File: src/core/luc_pkg.sv
// Package for the serial-port control register block.
// Assumes an 8-bit register port with 12-bit byte addresses.
package luc_pkg;
  localparam int unsigned ADDR_W = 12;
  localparam int unsigned DATA_W = 8;
  localparam logic [11:0] SERIAL_PORT0_CONTROL_ADDR = 12'hF42;
  localparam logic [11:0] SERIAL_PORT1_CONTROL_ADDR = 12'hF4A;
  localparam logic [7:0] CONTROL_RESET = 8'h00;
  // Field positions of the control register
  localparam int unsigned BIT_TRANSMITTER_ON = 7;
  localparam int unsigned BIT_RECEIVER_ON = 6;
  localparam int unsigned BIT_CLEAR_TO_SEND_GATE_ON = 5;
  localparam int unsigned BIT_PARITY_ON = 4;
  localparam int unsigned BIT_PARITY_ODD = 3;
  localparam int unsigned BIT_SEND_LINE_BREAK = 2;
  localparam int unsigned BIT_STOP_SELECT = 1;
  localparam int unsigned BIT_LOOPBACK_ON = 0;
endpackage : luc_pkg

File: src/core/luc_port_ctl.sv
// One serial port's control register and the enables derived from it.
// Assumes clear_to_send_n_i is already synchronised to core_clk_i.
`timescale 1ns/1ns
module luc_port_ctl (
  input wire logic core_clk_i,
  input wire logic rstn_i,
  input wire logic wr_en_i,
  input wire logic [7:0] wdata_i,
  input wire logic clear_to_send_n_i,
  input wire logic multiprocessor_mode_on_i,
  output logic [7:0] ctl_q_o,
  output logic tx_run_d_o,
  output logic rx_run_d_o,
  output logic parity_bit_d_o,
  output logic parity_odd_d_o
);
  logic [7:0] ctl_q;
  logic [7:0] ctl_d;
  logic cts_gate;

  assign ctl_d = wr_en_i ? wdata_i : ctl_q;
  assign cts_gate = ctl_q[luc_pkg::BIT_CLEAR_TO_SEND_GATE_ON] ? ~clear_to_send_n_i
                  : 1'b1;
  assign tx_run_d_o = ctl_q[luc_pkg::BIT_TRANSMITTER_ON] & cts_gate;
  assign rx_run_d_o = ctl_q[luc_pkg::BIT_RECEIVER_ON];
  assign parity_bit_d_o = ctl_q[luc_pkg::BIT_PARITY_ON] & ~multiprocessor_mode_on_i;
  assign parity_odd_d_o = ctl_q[luc_pkg::BIT_PARITY_ODD];
  assign ctl_q_o = ctl_q;

  always_ff @(posedge core_clk_i) begin
    if (!rstn_i) begin
      ctl_q <= luc_pkg::CONTROL_RESET;
    end else begin
      ctl_q <= ctl_d;
    end
  end
endmodule : luc_port_ctl

File: src/core/luc_top.sv
// Control registers for two serial ports: enables and parity setup.
// Assumes a single-cycle register port; clear-to-send pins are asynchronous.
//
// Behaviour
// - Each port has an 8-bit read/write control register at F42 or F4A, reset to zero.
// - Bit 7 enables the transmitter, subject to clear-to-send gating.
// - With bit 5 set, the transmitter runs only while the clear-to-send input is low.
// - With bit 5 clear, the clear-to-send input has no effect.
// - Bit 6 enables the receiver.
// - Bit 4 adds one parity bit to sent and expected characters.
// - Multiprocessor mode overrides the parity enable.
// - Bit 3 selects even parity at 0 and odd at 1, for both directions.
//
// The plain strobed port was chosen for this implementation.
`timescale 1ns/1ns
module luc_top #(
  parameter int unsigned PORTS = 2
) (
  input wire logic core_clk_i,
  input wire logic rstn_i,
  input wire logic [11:0] addr_i,
  input wire logic [7:0] wdata_i,
  input wire logic wr_i,
  input wire logic rd_i,
  output logic [7:0] rdata_o,
  input wire logic [PORTS-1:0] clear_to_send_n_i,
  input wire logic [PORTS-1:0] multiprocessor_mode_on_i,
  output logic [PORTS-1:0] transmitter_on_o,
  output logic [PORTS-1:0] receiver_on_o,
  output logic [PORTS-1:0] parity_on_o,
  output logic [PORTS-1:0] parity_odd_o,
  output logic [PORTS-1:0] send_line_break_o,
  output logic [PORTS-1:0] stop_select_o,
  output logic [PORTS-1:0] loopback_on_o
);
  logic [PORTS-1:0] cts_meta_q;
  logic [PORTS-1:0] cts_sync_q;
  logic [7:0] ctl [PORTS];
  logic [PORTS-1:0] tx_d;
  logic [PORTS-1:0] rx_d;
  logic [PORTS-1:0] par_d;
  logic [PORTS-1:0] odd_d;
  logic [PORTS-1:0] sel;
  logic [7:0] rdata_d;
  logic [11:0] port_addr [2];

  assign port_addr[0] = luc_pkg::SERIAL_PORT0_CONTROL_ADDR;
  assign port_addr[1] = luc_pkg::SERIAL_PORT1_CONTROL_ADDR;

  // Clear-to-send comes from a pin: two flops before use
  always_ff @(posedge core_clk_i) begin
    if (!rstn_i) begin
      cts_meta_q <= '1;
      cts_sync_q <= '1;
    end else begin
      cts_meta_q <= clear_to_send_n_i;
      cts_sync_q <= cts_meta_q;
    end
  end

  for (genvar p = 0; p < PORTS; p++) begin : g_port
    assign sel[p] = (addr_i == port_addr[p]);
    luc_port_ctl u_ctl (
      .core_clk_i(core_clk_i),
      .rstn_i(rstn_i),
      .wr_en_i(wr_i & sel[p]),
      .wdata_i(wdata_i),
      .clear_to_send_n_i(cts_sync_q[p]),
      .multiprocessor_mode_on_i(multiprocessor_mode_on_i[p]),
      .ctl_q_o(ctl[p]),
      .tx_run_d_o(tx_d[p]),
      .rx_run_d_o(rx_d[p]),
      .parity_bit_d_o(par_d[p]),
      .parity_odd_d_o(odd_d[p])
    );
  end

  // Unmapped addresses read as zero
  always_comb begin
    rdata_d = 8'h00;
    for (int p = 0; p < PORTS; p++) begin
      if (sel[p]) begin
        rdata_d = ctl[p];
      end
    end
  end

  always_ff @(posedge core_clk_i) begin
    if (!rstn_i) begin
      rdata_o <= 8'h00;
      transmitter_on_o <= '0;
      receiver_on_o <= '0;
      parity_on_o <= '0;
      parity_odd_o <= '0;
      send_line_break_o <= '0;
      stop_select_o <= '0;
      loopback_on_o <= '0;
    end else begin
      rdata_o <= rd_i ? rdata_d : 8'h00;
      transmitter_on_o <= tx_d;
      receiver_on_o <= rx_d;
      parity_on_o <= par_d;
      parity_odd_o <= odd_d;
      for (int p = 0; p < PORTS; p++) begin
        send_line_break_o[p] <= ctl[p][luc_pkg::BIT_SEND_LINE_BREAK];
        stop_select_o[p] <= ctl[p][luc_pkg::BIT_STOP_SELECT];
        loopback_on_o[p] <= ctl[p][luc_pkg::BIT_LOOPBACK_ON];
      end
    end
  end

  chk_read_back_value: assert property (@(posedge core_clk_i) disable iff (!rstn_i)
    (wr_i && addr_i == luc_pkg::SERIAL_PORT0_CONTROL_ADDR) ##1
    (rd_i && addr_i == luc_pkg::SERIAL_PORT0_CONTROL_ADDR)
    |=> rdata_o == $past(wdata_i, 2))
    else $error("control read-back mismatch");
  chk_unmapped_read_zero: assert property (@(posedge core_clk_i) disable iff (!rstn_i)
    (rd_i && sel == '0) |=> rdata_o == 8'h00)
    else $error("unmapped read not zero");
  chk_tx_off_bit: assert property (@(posedge core_clk_i) disable iff (!rstn_i)
    !ctl[0][luc_pkg::BIT_TRANSMITTER_ON] |=> !transmitter_on_o[0])
    else $error("transmitter on with enable clear");
  chk_cts_gates_tx: assert property (@(posedge core_clk_i) disable iff (!rstn_i)
    (ctl[0][luc_pkg::BIT_CLEAR_TO_SEND_GATE_ON] && cts_sync_q[0]) |=> !transmitter_on_o[0])
    else $error("transmitter on with clear-to-send high");
  chk_cts_ignored: assert property (@(posedge core_clk_i) disable iff (!rstn_i)
    (!ctl[0][luc_pkg::BIT_CLEAR_TO_SEND_GATE_ON] && ctl[0][luc_pkg::BIT_TRANSMITTER_ON])
    |=> transmitter_on_o[0])
    else $error("clear-to-send not ignored");
  chk_rx_follows_bit: assert property (@(posedge core_clk_i) disable iff (!rstn_i)
    receiver_on_o[1] == $past(ctl[1][luc_pkg::BIT_RECEIVER_ON]))
    else $error("receiver enable mismatch");
  chk_mp_overrides_par: assert property (@(posedge core_clk_i) disable iff (!rstn_i)
    multiprocessor_mode_on_i[0] |=> !parity_on_o[0])
    else $error("parity active in multiprocessor mode");
  chk_parity_follows: assert property (@(posedge core_clk_i) disable iff (!rstn_i)
    (ctl[1][luc_pkg::BIT_PARITY_ON] && !multiprocessor_mode_on_i[1]) |=> parity_on_o[1])
    else $error("parity enable not passed");
  chk_parity_sense: assert property (@(posedge core_clk_i) disable iff (!rstn_i)
    parity_odd_o[0] == $past(ctl[0][luc_pkg::BIT_PARITY_ODD]))
    else $error("parity select mismatch");
  chk_misc_bits_kept: assert property (@(posedge core_clk_i) disable iff (!rstn_i)
    loopback_on_o[1] == $past(ctl[1][luc_pkg::BIT_LOOPBACK_ON]))
    else $error("loopback bit mismatch");

  chk_rdata_idle_zero: assert property (@(posedge core_clk_i) disable iff (!rstn_i)
    !rd_i |=> rdata_o == 8'h00)
    else $error("read data not zero between reads");

  // Same guards for every port, pin synchroniser included
  for (genvar p = 0; p < PORTS; p++) begin : g_chk
    chk_reset_clears: assert property (@(posedge core_clk_i)
      !rstn_i
      |=> ctl[p] == luc_pkg::CONTROL_RESET)
      else $error("control register not cleared by reset");
    chk_reset_quiet: assert property (@(posedge core_clk_i)
      !rstn_i
      |=> !(transmitter_on_o[p] || receiver_on_o[p] || parity_on_o[p]))
      else $error("enables active during reset");
    chk_write_lands: assert property (@(posedge core_clk_i) disable iff (!rstn_i)
      (wr_i && sel[p])
      |=> ctl[p] == $past(wdata_i))
      else $error("control write not stored");
    chk_ctl_holds: assert property (@(posedge core_clk_i) disable iff (!rstn_i)
      !(wr_i && sel[p])
      |=> $stable(ctl[p]))
      else $error("control changed without a write");
    chk_read_selects: assert property (@(posedge core_clk_i) disable iff (!rstn_i)
      (rd_i && sel[p])
      |=> rdata_o == $past(ctl[p]))
      else $error("read data not from addressed port");
    chk_cts_two_flops: assert property (@(posedge core_clk_i) disable iff (!rstn_i)
      ($past(rstn_i) && $past(rstn_i, 2))
      |-> cts_sync_q[p] == $past(clear_to_send_n_i[p], 2))
      else $error("clear-to-send synchroniser delay wrong");
    chk_tx_needs_bit: assert property (@(posedge core_clk_i) disable iff (!rstn_i)
      !ctl[p][luc_pkg::BIT_TRANSMITTER_ON]
      |=> !transmitter_on_o[p])
      else $error("transmitter on without its enable");
    chk_tx_gated_cts: assert property (@(posedge core_clk_i) disable iff (!rstn_i)
      (ctl[p][luc_pkg::BIT_CLEAR_TO_SEND_GATE_ON] && cts_sync_q[p])
      |=> !transmitter_on_o[p])
      else $error("transmitter on while clear-to-send is high");
    chk_tx_cts_low: assert property (@(posedge core_clk_i) disable iff (!rstn_i)
      (ctl[p][luc_pkg::BIT_TRANSMITTER_ON]
      && ctl[p][luc_pkg::BIT_CLEAR_TO_SEND_GATE_ON] && !cts_sync_q[p])
      |=> transmitter_on_o[p])
      else $error("transmitter off while clear-to-send is low");
    chk_cts_no_effect: assert property (@(posedge core_clk_i) disable iff (!rstn_i)
      (ctl[p][luc_pkg::BIT_TRANSMITTER_ON]
      && !ctl[p][luc_pkg::BIT_CLEAR_TO_SEND_GATE_ON])
      |=> transmitter_on_o[p])
      else $error("clear-to-send acted with its gate off");
    chk_rx_on_bit: assert property (@(posedge core_clk_i) disable iff (!rstn_i)
      ctl[p][luc_pkg::BIT_RECEIVER_ON]
      |=> receiver_on_o[p])
      else $error("receiver off with its enable set");
    chk_rx_off_bit: assert property (@(posedge core_clk_i) disable iff (!rstn_i)
      !ctl[p][luc_pkg::BIT_RECEIVER_ON]
      |=> !receiver_on_o[p])
      else $error("receiver on with its enable clear");
    chk_parity_on_bit: assert property (@(posedge core_clk_i) disable iff (!rstn_i)
      (ctl[p][luc_pkg::BIT_PARITY_ON] && !multiprocessor_mode_on_i[p])
      |=> parity_on_o[p])
      else $error("parity off with its enable set");
    chk_parity_off_bit: assert property (@(posedge core_clk_i) disable iff (!rstn_i)
      !ctl[p][luc_pkg::BIT_PARITY_ON]
      |=> !parity_on_o[p])
      else $error("parity on with its enable clear");
    chk_mp_wins: assert property (@(posedge core_clk_i) disable iff (!rstn_i)
      multiprocessor_mode_on_i[p]
      |=> !parity_on_o[p])
      else $error("parity on in multiprocessor mode");
    chk_parity_odd_bit: assert property (@(posedge core_clk_i) disable iff (!rstn_i)
      parity_odd_o[p] == $past(ctl[p][luc_pkg::BIT_PARITY_ODD]))
      else $error("parity sense not from its select bit");
    chk_break_kept: assert property (@(posedge core_clk_i) disable iff (!rstn_i)
      send_line_break_o[p] == $past(ctl[p][luc_pkg::BIT_SEND_LINE_BREAK]))
      else $error("break bit not passed unchanged");
    chk_stop_kept: assert property (@(posedge core_clk_i) disable iff (!rstn_i)
      stop_select_o[p] == $past(ctl[p][luc_pkg::BIT_STOP_SELECT]))
      else $error("stop select bit not passed unchanged");
    chk_loop_kept: assert property (@(posedge core_clk_i) disable iff (!rstn_i)
      loopback_on_o[p] == $past(ctl[p][luc_pkg::BIT_LOOPBACK_ON]))
      else $error("loopback bit not passed unchanged");
  end
endmodule : luc_top

File: config.mk
export PLATFORM = sky130hd
export DESIGN_NAME = luc_top
export DESIGN_NICKNAME = d
export VERILOG_FILES = /design/src/core/luc_pkg.sv /design/src/core/luc_port_ctl.sv /design/src/core/luc_top.sv
export SDC_FILE = /design/constraint.sdc
export NUM_CORES = 1
export LEC_CHECK = 0
export BUFFER_PORTS_ARGS = -buffer_cell sky130_fd_sc_hd__buf_2
export CAP_MARGIN = 40
export CELL_PAD_IN_SITES_DETAIL_PLACEMENT = 1
export CELL_PAD_IN_SITES_GLOBAL_PLACEMENT = 1
export CORE_ASPECT_RATIO = 0.75
export CORE_MARGIN = 5
export CORE_UTILIZATION = 32
export DETAILED_ROUTE_END_ITERATION = 12
export PLACE_DENSITY = 0.73
export SYNTH_ARGS = -nofsm -noshare
export SYNTH_HDL_FRONTEND = slang
export SYNTH_SLANG_ARGS = --single-unit
File: constraint.sdc
create_clock -name core_clk_i -period 1.05 [get_ports core_clk_i]
set_clock_uncertainty 0.05 [all_clocks]
set_input_delay 0.105 -clock core_clk_i [delete_from_list [all_inputs] [get_ports core_clk_i]]
set_output_delay 0.105 -clock core_clk_i [all_outputs]
set_load 0.1 [all_outputs]
==> flow_metrics.env <==
export IMPL_dp_cells=235
export IMPL_post_synth_num_cell_types=19
export IMPL_slew_violations=0
export IMPL_place_gp_congestion=0.787
export IMPL_seq_area_frac_synth_pct=60.0
export IMPL_fill_cells=457
export IMPL_drc=0
export IMPL_syn_area_um2=1400
export IMPL_vias=1110
export IMPL_synth_area_per_cell_um2=10.8
export IMPL_setup_viol=0
export IMPL_fin_util_pct=55.0
export IMPL_required_ns=1.18
export IMPL_grt_first_pass_wirelength_mm=5.99
export IMPL_grt_ovfl_total=0
export IMPL_hold_path_class="in -> reg"
export IMPL_worstSetupEndpointType="flop"
export IMPL_tritoncts="done"
export IMPL_chipWidth_um=86.4
export IMPL_drt_wl_total_mm=3.49
export IMPL_die_area_um2=5820
export IMPL_port_buffers=49
export IMPL_cts_root_buf="clkbuf_8"
export IMPL_use_met1_pct=14.3
export IMPL_status="finished, final reports clean"
export IMPL_min_period_ns=0.994
export IMPL_nets=220
export IMPL_n_antenna_cell=0
export IMPL_coreArea_um2=4130
export IMPL_antenna_found_initial=0
export IMPL_ant_nets=0
export IMPL_worstPathMaxFanout=8
export IMPL_postSynthCellCount=130
export IMPL_drt_iter0_drc=24
export IMPL_crit_type="in -> reg"
export IMPL_cp_arrival_ns=1.12
export IMPL_leakage_nw=1.06
export IMPL_grt_pass1_vias=1292
export IMPL_slew_headroom_pct=83.6
export IMPL_avgViaCountPerCell=4.48
export IMPL_r2r_cells=2
export IMPL_htree_levels=2
export IMPL_gr_max_usage_layer="met2"
export IMPL_die_y_um=67.3
export IMPL_fmax_mhz=1010
export IMPL_ys_ff_latch=42
export IMPL_wl_per_cell_um=14.1
export IMPL_clock_latency_ns=0.29
export IMPL_multi_input_area_um2=504
export IMPL_cts_sinks=42
export IMPL_grtUsageMet3_pct=4.76
export IMPL_hpwlAfterDp_mm=2.70
export IMPL_synthFlopType="dfxtp_1"
export IMPL_max_cap_violations=0
export IMPL_finalCritPeriodShare_pct=94.7
export IMPL_numCtsBuffers=5
export IMPL_p_per_area_nw_per_um2=1320
export IMPL_finalHoldViolCount=0
export IMPL_fin_tns_setup_ns=0
export IMPL_regArea_um2=868
export IMPL_yosysWarnings=0
export IMPL_layout_cells_non_filler=248
export IMPL_pin_count=50
export IMPL_synth_edf_count=0
export IMPL_clock_path_buffers=2
export IMPL_use_met2_pct=24.4
export IMPL_dr_pass1_iters=4
export IMPL_synthesis_nets=158
export IMPL_final_cell_mix="buf_2, nand2_1, buf_12"
export IMPL_track_usage_pct=13.4
export IMPL_final_common_cell="buf_2"
export IMPL_grt_max_degree=16
export IMPL_async_reset_ff_share_pct=0
export IMPL_start_kind="input port"
export IMPL_area_growth_pct=62.0
export IMPL_start_util_pct=33.9
export IMPL_worst_slew_pin_slew_ns=0.245
export IMPL_dp_slack_ns=-0.261
export IMPL_drive_above_1_share_pct=47.2
export IMPL_min_path_cells=3
export IMPL_setup_ws_ns=0.0559
export IMPL_cts_clk_slew_worst_paths_ns=0.08
export IMPL_num_rows=20
export IMPL_ir_drop_mv=0.739
## critical path, cell delays in order
cell and delay, ns:
buf_2 0.11, nor4b_4 0.29, buf_4 0.16, nand4_2 0.12, buf_12 0.18, mux2i_2 0.14
## cell families (layout without fill, tap and decap cells)
group                  after synthesis  count (layout)  share of synthesized area, %
AND/OR/NAND/NOR                     47              47                          17.1
flip-flops                          42              42                          60.0
multiplexers                        24              24                          17.1
buffers and inverters               15              78                          5.00
AO/OA/AOI/OAI                        2               2                         0.714
## sequential cells by signal, indices dropped and copies added, names as in the netlist
| register | cells |
|---|---|
| receiver_on_o | 2 |
| parity_odd_o | 2 |
| stop_select_o | 2 |
| loopback_on_o | 2 |
| send_line_break_o | 2 |
| rdata_o | 8 |
| g_port.u_ctl.ctl_q_o | 16 |
| cts_meta_q | 2 |
| cts_sync_q | 2 |
| transmitter_on_o | 2 |
| parity_on_o | 2 |
## metrics by stage
step	instance area, um2	hold WS [ns]	power [mW]
after floorplan	1440	0.120	1.69
after global placement	2100	0.205	1.76
after detailed placement	2100	0.217	1.77
after CTS	2270	0.0394	3.02
after global routing	2270	0.0515	3.11
final	2270	0.0460	2.99
## cell type report
| class | instances | share of cell area, % |
|---|---|---|
| flip-flops and latches | 42 | 38.3 |
| inverters | 10 | 1.65 |
| repair buffers | 60 | 30.0 |
| well taps | 55 | 3.03 |
| clock inverters | 2 | 1.65 |
| clock buffers | 6 | 3.20 |
| multi-input cells | 73 | 22.2 |
## synthesized netlist by cell type (2+ instances only)
cell	count	area, um2
dfxtp_1	42	841
mux2i_1	24	240
nand2_1	24	90.1
inv_1	10	37.5
nor2_1	10	37.5
nand2b_1	4	25.0
a21oi_1	2	10.0
and2_1	2	12.5
buf_2	2	10.0
## layer usage
layer  part of all wire (%)  vias to the layer above
met4                    1.7                        0
met1                     39                      523
li1                       -                      540
met2                     52                       41
met5                      0                        -
met3                    8.0                        6
## worst paths after layout
path / slack, ns / end / from
worst max-delay path: 0.06 / g_port[1].u_ctl.ctl_q_o[6]$_SDFFE_PN0P_ / addr_i[5]
worst min register to register: 0.35 / transmitter_on_o[0]$_SDFF_PN0_ / cts_sync_q[0]$_SDFF_PN1_
worst min-delay path: 0.05 / g_port[0].u_ctl.ctl_q_o[7]$_SDFFE_PN0P_ / wdata_i[7]
worst max register to register: 0.27 / g_port[0].u_ctl.ctl_q_o[5]$_SDFFE_PN0P_ / g_port[0].u_ctl.ctl_q_o[5]$_SDFFE_PN0P_
## repair_timing
action | CTS | global route
gates resized for setup | 1 | 1
hold buffers | 4 | 0
buffers inserted | 1 | 0
hold endpoints to repair | 4 | 0
pin swaps | 2 | 0
cloned | 0 | 0
setup endpoints to repair | 1 | 1
## where the power goes
part	switching (mW)	total [mW]	internal [mW]
clock	0.539	1.25	0.709
sequential	0.00162	1.60	1.60
combinational	0.0627	0.141	0.0778
Power figures use the tool's default switching activity.
